### src/core/fps_pkg.sv
// package for the flyback protection supervisor
package fps_pkg;
    localparam int CLK_HZ = 125_000_000;
    // timing in their own units
    localparam int OPP_NORMAL_MS = 200;
    localparam int OPP_START_MS = 40;
    localparam int PROT_FILT_MIN_MS = 2;
    localparam int PROT_FILT_MAX_MS = 4;
    localparam int TICK_MS = 1;
    localparam int MAX_ON_US = 55;
    localparam int RESTART_MS = 100;
    // derived cycle counts
    localparam int TICK_CYC = CLK_HZ / 1000 * TICK_MS;
    localparam int MAX_ON_CYC = CLK_HZ / 1_000_000 * MAX_ON_US;
    // comparisons counted in 1 ms ticks
    localparam int OPP_NORMAL_TICKS = OPP_NORMAL_MS / TICK_MS;
    localparam int OPP_START_TICKS = OPP_START_MS / TICK_MS;
    localparam int PROT_FILT_TICKS = (PROT_FILT_MIN_MS + PROT_FILT_MAX_MS) / (2 * TICK_MS);
    localparam int RESTART_TICKS = RESTART_MS / TICK_MS;
    localparam int OVP_PULSES = 4;
    // feedback levels in microamps
    localparam logic [7:0] FB_TARGET_UA = 8'h50;
    localparam logic [7:0] FB_FAST_DROP_UA = 8'h14;
    localparam logic [15:0] OFFSET_RESET = 16'h8000;
    localparam int SLOW_SHIFT = 6;

    typedef enum logic [2:0] {
        FPS_ST_WAIT,
        FPS_ST_RUN,
        FPS_ST_RESTART,
        FPS_ST_SOURCES,
        FPS_ST_SOFTSTART,
        FPS_ST_LATCHED
    } fps_state_t;

    // comparator flags from the analog side
    typedef struct packed {
        logic overpower;
        logic supply_undervoltage_lockout;
        logic aux_ovp;
        logic low_supply_ovp;
        logic fault_low;
        logic junction_hot;
        logic mains_ok;
        logic in_regulation;
        logic pins_ready;
        logic secondary_stroke;
    } fps_flags_t;

    // supply and restart controls
    typedef struct packed {
        logic supply_regulate;
        logic supply_discharge;
        logic fault_source_en;
        logic feedback_source_en;
        logic softstart_en;
    } fps_supply_t;
endpackage

### src/core/fps_sync.sv
// two-flop synchroniser for a bundle of levels
`timescale 1ns/1ps
module fps_sync #(
    parameter int WIDTH = 1
) (
    // clock and reset
    input wire logic clk_in,
    input wire logic rst_in,
    // levels
    input wire logic [WIDTH-1:0] async_in,
    output logic [WIDTH-1:0] sync_out
);
    logic [WIDTH-1:0] stage1;

    if (WIDTH < 1) begin : g_bad_width
        $error("fps_sync width must be positive");
    end

    always_ff @(posedge clk_in) begin
        if (rst_in) begin
            stage1 <= '0;
            sync_out <= '0;
        end else begin
            stage1 <= async_in;
            sync_out <= stage1;
        end
    end
endmodule

### src/core/fps_supervisor.sv
// protection supervisor of a flyback controller
// Notes on behaviour
// - overpower ends gate pulse, starts timer
// - continuous overpower 200 ms gives restart
// - start-up uses 40 ms overpower limit
// - overpower with undervoltage trips immediately
// - aux overvoltage sampled in secondary stroke
// - supply overvoltage sampled at primary end
// - overvoltage trips after four consecutive pulses
// - fault input low stops, means overtemperature
// - fault input filtered 2 to 4 ms
// - junction overtemperature stops switching
// - 55 us on-time cut, then restart
// - restart holds off, discharges, waits delay
// - after delay, mains ok enables sources
// - sources ready starts soft-start and switching
// - supply regulated until output in regulation
// - latched: supply regulated, no switching
// - latch or restart entry enables discharge
// - mains short adds no extra delay
// - integrate feedback error around 80 uA
// - 20 uA shortfall selects fast rate
// - fault low: overvoltage counter uses ticks
// - temperature, overvoltage latch; others restart
`timescale 1ns/1ps
module fps_supervisor
    import fps_pkg::*;
#(
    parameter int OPP_NORMAL_T = OPP_NORMAL_TICKS,
    parameter int OPP_START_T = OPP_START_TICKS,
    parameter int PROT_FILT_T = PROT_FILT_TICKS,
    parameter int RESTART_T = RESTART_TICKS,
    parameter int TICK_C = TICK_CYC
) (
    // clock and reset
    input wire logic clk_in,
    input wire logic rst_in,
    // analog comparator flags, asynchronous
    input wire fps_flags_t flags_in,
    // gate request from the modulator, same clock
    input wire logic gate_request_in,
    // feedback current in microamps, same clock
    input wire logic [7:0] feedback_ua_in,
    // gate and supply controls
    output logic gate_drive_out,
    output fps_supply_t supply_out,
    output logic [15:0] power_offset_out,
    output logic fast_mode_out,
    output fps_state_t state_out,
    output logic latch_fault_out,
    output logic restart_fault_out
);
    // refuse limits that the counters cannot hold
    if (OPP_START_T < 1 || OPP_START_T > OPP_NORMAL_T
        || OPP_NORMAL_T > 65535) begin : g_bad_opp
        $error("fps_supervisor overpower limits out of range");
    end
    if (PROT_FILT_T < 1 || PROT_FILT_T > 255 || RESTART_T < 1
        || RESTART_T > 65535 || TICK_C < 2) begin : g_bad_timing
        $error("fps_supervisor timing parameters out of range");
    end

    fps_flags_t fl;
    fps_sync #(.WIDTH($bits(fps_flags_t))) u_sync (
        .clk_in(clk_in),
        .rst_in(rst_in),
        .async_in(flags_in),
        .sync_out(fl)
    );

    fps_state_t state;
    fps_state_t next_state;
    logic [31:0] tick_cnt;
    logic [15:0] opp_cnt;
    logic [7:0] prot_cnt;
    logic [15:0] restart_cnt;
    logic [15:0] on_cnt;
    logic [2:0] ovp_cnt;
    logic gate_q;
    logic ovp_seen;
    logic secondary_ovp_seen;
    logic started;
    logic [15:0] offset;
    logic prot_fault;

    // 1 ms tick shared by all slow timers
    wire tick = (tick_cnt == 32'(TICK_C - 1));
    wire switching = (state == FPS_ST_RUN) || (state == FPS_ST_SOFTSTART);
    wire [15:0] opp_limit = started ? 16'(OPP_NORMAL_T) : 16'(OPP_START_T);
    wire opp_timeout = fl.overpower && tick && (opp_cnt >= opp_limit - 16'h0001);
    wire opp_supply_undervoltage_lockout = fl.overpower && fl.supply_undervoltage_lockout;
    wire max_on = gate_q && (on_cnt >= 16'(MAX_ON_CYC - 1));
    // sample points for overvoltage
    // a pulse cut by overpower or on-time ends its primary stroke too
    wire primary_end = gate_q && (!gate_request_in || fl.overpower || max_on);
    wire ovp_now = secondary_ovp_seen || (primary_end && fl.low_supply_ovp);
    wire ovp_clock = fl.fault_low ? tick : primary_end;
    wire ovp_trip = ovp_clock && (ovp_seen || ovp_now) && (ovp_cnt == 3'(OVP_PULSES - 1));
    wire latch_req = switching && (ovp_trip || prot_fault || fl.junction_hot);
    wire restart_req = switching && (opp_timeout || opp_supply_undervoltage_lockout || max_on);
    wire next_gate = switching && gate_request_in && !fl.overpower && !max_on
        && !latch_req && !restart_req;

    always_comb begin
        next_state = state;
        case (state)
            FPS_ST_WAIT: begin
                if (fl.mains_ok)
                    next_state = FPS_ST_SOURCES;
            end
            FPS_ST_RUN, FPS_ST_SOFTSTART: begin
                if (latch_req)
                    next_state = FPS_ST_LATCHED;
                else if (restart_req)
                    next_state = FPS_ST_RESTART;
                else if (state == FPS_ST_SOFTSTART && fl.in_regulation)
                    next_state = FPS_ST_RUN;
            end
            FPS_ST_RESTART: begin
                // delay, cut short by mains loss
                if (!fl.mains_ok)
                    next_state = FPS_ST_WAIT;
                else if (tick && restart_cnt >= 16'(RESTART_T - 1))
                    next_state = FPS_ST_SOURCES;
            end
            FPS_ST_SOURCES: begin
                if (!fl.mains_ok)
                    next_state = FPS_ST_WAIT;
                else if (fl.pins_ready)
                    next_state = FPS_ST_SOFTSTART;
            end
            FPS_ST_LATCHED: begin
                if (!fl.mains_ok)
                    next_state = FPS_ST_WAIT;
            end
            default: next_state = FPS_ST_WAIT;
        endcase
    end

    always_ff @(posedge clk_in) begin
        if (rst_in)
            state <= FPS_ST_WAIT;
        else
            state <= next_state;
    end

    always_ff @(posedge clk_in) begin
        if (rst_in || tick)
            tick_cnt <= '0;
        else
            tick_cnt <= tick_cnt + 32'h1;
    end

    // overpower timer, cleared on any gap
    always_ff @(posedge clk_in) begin
        if (rst_in || !fl.overpower || !switching)
            opp_cnt <= '0;
        // saturates rather than wrapping
        else if (tick && opp_cnt != 16'hffff)
            opp_cnt <= opp_cnt + 16'h1;
    end

    wire start_clear = (next_state == FPS_ST_RESTART) || (next_state == FPS_ST_WAIT)
        || (next_state == FPS_ST_LATCHED);
    wire next_started = !start_clear && (started || (switching && fl.in_regulation));
    always_ff @(posedge clk_in) begin
        if (rst_in)
            started <= 1'b0;
        else
            started <= next_started;
    end

    always_ff @(posedge clk_in) begin
        if (rst_in || !fl.fault_low) begin
            prot_cnt <= '0;
            prot_fault <= 1'b0;
        end else if (tick) begin
            if (prot_cnt >= 8'(PROT_FILT_T - 1))
                prot_fault <= 1'b1;
            else
                prot_cnt <= prot_cnt + 8'h1;
        end
    end

    // aux sample held through secondary stroke
    always_ff @(posedge clk_in) begin
        if (rst_in || primary_end)
            secondary_ovp_seen <= 1'b0;
        else if (fl.secondary_stroke && fl.aux_ovp)
            secondary_ovp_seen <= 1'b1;
    end

    always_ff @(posedge clk_in) begin
        if (rst_in || !switching) begin
            ovp_cnt <= '0;
            ovp_seen <= 1'b0;
        end else begin
            // keep a detection seen between two ticks
            if (ovp_clock)
                ovp_seen <= 1'b0;
            else if (fl.fault_low && (secondary_ovp_seen || fl.low_supply_ovp))
                ovp_seen <= 1'b1;
            if (ovp_clock) begin
                if (ovp_seen || ovp_now)
                    ovp_cnt <= (ovp_cnt == 3'(OVP_PULSES - 1)) ? ovp_cnt : ovp_cnt + 3'h1;
                else
                    ovp_cnt <= '0;
            end
        end
    end

    always_ff @(posedge clk_in) begin
        if (rst_in || !gate_q)
            on_cnt <= '0;
        else
            on_cnt <= on_cnt + 16'h1;
    end

    always_ff @(posedge clk_in) begin
        if (rst_in || state != FPS_ST_RESTART)
            restart_cnt <= '0;
        else if (tick)
            restart_cnt <= restart_cnt + 16'h1;
    end

    wire [7:0] fb_err_hi = feedback_ua_in - FB_TARGET_UA;
    wire [7:0] fb_err_lo = FB_TARGET_UA - feedback_ua_in;
    wire fb_high = feedback_ua_in > FB_TARGET_UA;
    wire fb_fast = feedback_ua_in <= FB_TARGET_UA - FB_FAST_DROP_UA;
    wire [15:0] slow_step_hi = 16'(fb_err_hi) >> SLOW_SHIFT;
    wire [15:0] slow_step_lo = 16'(fb_err_lo) >> SLOW_SHIFT;
    wire [15:0] step_lo = fb_fast ? 16'(fb_err_lo) : slow_step_lo;
    wire [16:0] offset_up = 17'(offset) + 17'(step_lo);

    always_ff @(posedge clk_in) begin
        if (rst_in) begin
            offset <= OFFSET_RESET;
        end else if (tick && switching) begin
            if (fb_high)
                offset <= (offset > slow_step_hi) ? offset - slow_step_hi : '0;
            else
                offset <= offset_up[16] ? 16'hffff : offset_up[15:0];
        end
    end

    // registered outputs
    always_ff @(posedge clk_in) begin
        if (rst_in) begin
            gate_q <= 1'b0;
            supply_out <= '0;
            power_offset_out <= OFFSET_RESET;
            fast_mode_out <= 1'b0;
            state_out <= FPS_ST_WAIT;
            latch_fault_out <= 1'b0;
            restart_fault_out <= 1'b0;
        end else begin
            gate_q <= next_gate;
            supply_out.supply_regulate <= !next_started;
            // fast discharge on entry
            // latch discharge lasts one cycle, restart's the whole state
            supply_out.supply_discharge <= (next_state == FPS_ST_RESTART)
                || (next_state == FPS_ST_LATCHED && state != FPS_ST_LATCHED);
            supply_out.fault_source_en <= next_state == FPS_ST_SOURCES
                || next_state == FPS_ST_SOFTSTART || next_state == FPS_ST_RUN;
            supply_out.feedback_source_en <= next_state == FPS_ST_SOURCES
                || next_state == FPS_ST_SOFTSTART || next_state == FPS_ST_RUN;
            supply_out.softstart_en <= next_state == FPS_ST_SOFTSTART;
            power_offset_out <= offset;
            fast_mode_out <= fb_fast;
            state_out <= next_state;
            latch_fault_out <= next_state == FPS_ST_LATCHED;
            restart_fault_out <= next_state == FPS_ST_RESTART;
        end
    end

    assign gate_drive_out = gate_q;
endmodule

### config.mk
export PLATFORM = sky130hd
export DESIGN_NAME = fps_supervisor
export DESIGN_NICKNAME = d
export VERILOG_FILES = /design/src/core/fps_pkg.sv /design/src/core/fps_sync.sv /design/src/core/fps_supervisor.sv
export SDC_FILE = /design/constraint.sdc
export NUM_CORES = 1
export LEC_CHECK = 0
export BUFFER_PORTS_ARGS = -buffer_cell sky130_fd_sc_hd__buf_4
export CAP_MARGIN = 30
export CORE_MARGIN = 3
export CORE_UTILIZATION = 45
export CTS_BUF_LIST = sky130_fd_sc_hd__clkbuf_2 sky130_fd_sc_hd__clkbuf_4 sky130_fd_sc_hd__clkbuf_8
export DETAILED_ROUTE_END_ITERATION = 12
export PLACE_DENSITY = 0.68
export SKIP_LAST_GASP = 1
export SLEW_MARGIN = 20
export SYNTH_ARGS = -nofsm -noshare
export SYNTH_HDL_FRONTEND = slang
export SYNTH_SLANG_ARGS = --single-unit
### constraint.sdc
create_clock -name clk_in -period 5.74 [get_ports clk_in]
set_clock_uncertainty 0.05 [all_clocks]
set_input_delay 0 -clock clk_in [delete_from_list [all_inputs] [get_ports clk_in]]
set_output_delay 0 -clock clk_in [all_outputs]
set_load 0.1 [all_outputs]
==> metrics <==
core area=approximately 0.016 mm2; Final HPWL DP=approximately 11,000 um; GR peak layer=met2; row count=46; Nets=around 1,000; M1 GR Usage=25.8%; IO buf count=48; top post-synthesis cells by count=158 x dfxtp_1, 139 x nor2_1, 69 x nand2_1; Die Span X=around 140 um; Worst Setup Start Kind=primary input; met3 usage=around 4.2%; Leakage=around 3.4 nW; initial antenna violation count=0; first-pass GRT wire length=~28,000 um; I/O pin total=49; #FFs+latches synth=~160; layout cells sized above 1=a little over a tenth; TritonCTS clock tree=yes; Crit. End Element=flop; clock edge transition at the registers on the reported setup and hold paths=~0.09 ns; final instance area=0.00875 mm2; post-synthesis sequential area ratio=41.8%; relative slew slack=between 40% and 50%; count leader, synth=dfxtp_1; full die area=0.0184 mm2; Synth Warn #=0; Hold Path Class=in -> reg; Post-synth EDFFs=0; Slew @ Worst Pin=roughly 0.86 ns; CTS Buf Count=17; number of vias per cell=roughly 5.3; die height=around 140 um; Congestion Overflow GR=0; Final GP Congestion=around 0.88; setup TNS=0 ns; dpl ws=around 2.4 ns; Syn-to-layout area delta=15.6%; kind of critical path=in -> reg; clock root buffer master=clkbuf_8; drt first-iter violations=between 300 and 400; Pins Over Slew Limit=0; Inst Count DP=1,125; max-cap violation count=0; cell count after synthesis=between 800 and 900; Sink Count=~160; run status=completed; Worst Path Required=around 6.0 ns; clk buf depth=2; cts hold-fix bufs=25; Critical Path AT=between 3 and 4 ns; Area after DPL=0.00811 mm2; Max Fclk=slightly below 0.3 GHz; r2r setup slk=around 2.9 ns; Total Routed Length=roughly 16,000 um; Yosys top cell by area=dfxtp_1; fin util=54.1%; routing usage on met2=between 20% and 30%; initial core utilization=46.8%; n_diodes=0; Hold Slack=between 0.04 and 0.05 ns; post-CTS setup buffers=0; Global Route Usage Sum=18.5%; vias in the first global route=between 5,000 and 6,000; top post-synthesis cells by area=dfxtp_1 42%, nor2_1 6.9%, xor2_1 6.6%, xnor2_1 4.3%, ha_1 3.8%; Layout Cells excl Fill=roughly 1,200; Mapped Nets=around 940; FFs w/ async S/R, synth=0%; min cycle time layout=3.46 ns; pwr dens=239 mW/mm2; post-route setup slack=between 2 and 2.5 ns; Residual DRC=0; Post-synth top flop=dfxtp_1; post-route clock period utilization=about three fifths; Mapped Avg Cell Area=8.51 um2; VDD IR max=around 0.18 mV; Netlist Area Pre-Place=around 0.0076 mm2; TritonRoute pass-1 iters=5; RSZ-0062 raised after global routing=no; Via Count=between 6,000 and 7,000; CTS resizes=0; final setup fails=0; DR WL/cell=approximately 14 um; total power=about 2.1 mW; Fillers=between 1,000 and 1,500; ANT nets after route=0; worst skew pair latency=0.47 ns; synth unique cells=71; CTS HTree Levels=4; final hold violation count=0; share of the synthesized area in the top cell type=between 40% and 50%; crit path max fanout=13; pin count of the biggest net entering global routing=58
## routing by layer
metal  routed length [um]  share of wire (%)
met1                 8100                 50
met2                 7210                 44
met3                  664                4.1
met4                  370                2.3
met5                    0                  0
## where the power goes
part	internal, mW	switching [mW]	leakage (nW)
clock	0.370	0.453	0.195
combinational	0.0619	0.0905	1.89
sequential	1.11	0.00747	1.28
## critical path: stages
cell,delay [ns]
dlygate4sd3_1,0.53
buf_4,0.16
nor2_1,0.12
dlygate4sd3_1,0.57
nand2_1,0.11
nor2_1,0.10
a21oi_1,0.05
ha_1,0.23
fa_1,0.41
a21oi_1,0.21
o22ai_1,0.16
o221a_2,0.32
and3_1,0.31
a21oi_1,0.20
o221ai_1,0.12
nor3b_1,0.15
## path summary, 6_finish.rpt
| kind | cells past startpoint | end | start |
|---|---|---|---|
| setup / recovery | 16 | offset[8] | feedback_ua_in[7] |
| hold / removal | 3 | offset[15] | feedback_ua_in[5] |
| setup reg to reg | 9 | supply_out[3] | on_cnt[0] |
| hold reg to reg | 1 | u_sync.sync_out[7] | u_sync.stage1[7] |
## sequential cells by signal, indices dropped and copies added, names as in the netlist
| register | cells |
|---|---|
| secondary_ovp_seen | 1 |
| gate_drive_out | 1 |
| on_cnt | 16 |
| prot_fault | 1 |
| offset | 16 |
| prot_cnt | 8 |
| fast_mode_out | 1 |
| restart_cnt | 16 |
| latch_fault_out | 1 |
| opp_cnt | 16 |
| tick_cnt | 32 |
| u_sync.sync_out | 10 |
| supply_out | 4 |
| u_sync.stage1 | 10 |
| state_out | 3 |
| started | 1 |
| ovp_seen | 1 |
| ovp_cnt | 3 |
| power_offset_out | 16 |
| restart_fault_out | 1 |
## cells in the final DEF (no fill, tap or decap), types with 5 or more instances in the layout
cell type / n
a21oi_1: 48
a31oi_1: 5
and2_1: 9
and3_1: 17
and4_1: 5
buf_4: 50
clkbuf_8: 18
dfxtp_1: 158
dlygate4sd3_1: 25
ha_1: 23
inv_1: 22
inv_6: 6
mux2i_1: 5
nand2_1: 69
nand2b_1: 8
nand3_1: 32
nand4_1: 24
nor2_1: 139
nor2b_1: 40
nor3_1: 19
nor4_1: 17
o21ai_0: 31
o31ai_1: 5
or2_2: 5
or3_1: 16
xnor2_1: 37
xor2_1: 57
## cell type report
class	instances	area, um2	share of cell area, %
Tap cell	216	270	3.09
Sequential cell	158	3160	36.1
Multi-Input combinational cell	677	4190	47.9
Clock buffer	18	248	2.83
Timing Repair Buffer	77	652	7.45
Clock inverter	14	146	1.67
Inverter	22	82.6	0.944
## kinds of logic after synthesis
group	Yosys count	synth area share, %
AND/OR/NAND/NOR	423	28.5
flip-flops	158	41.8
AO/OA/AOI/OAI	128	10.8
XOR/XNOR	94	10.9
buffers and inverters	55	2.89
adder cells (fa/ha/maj)	25	4.33
multiplexers	6	0.810
other	1	0.0495
Power figures use the tool's default switching activity.
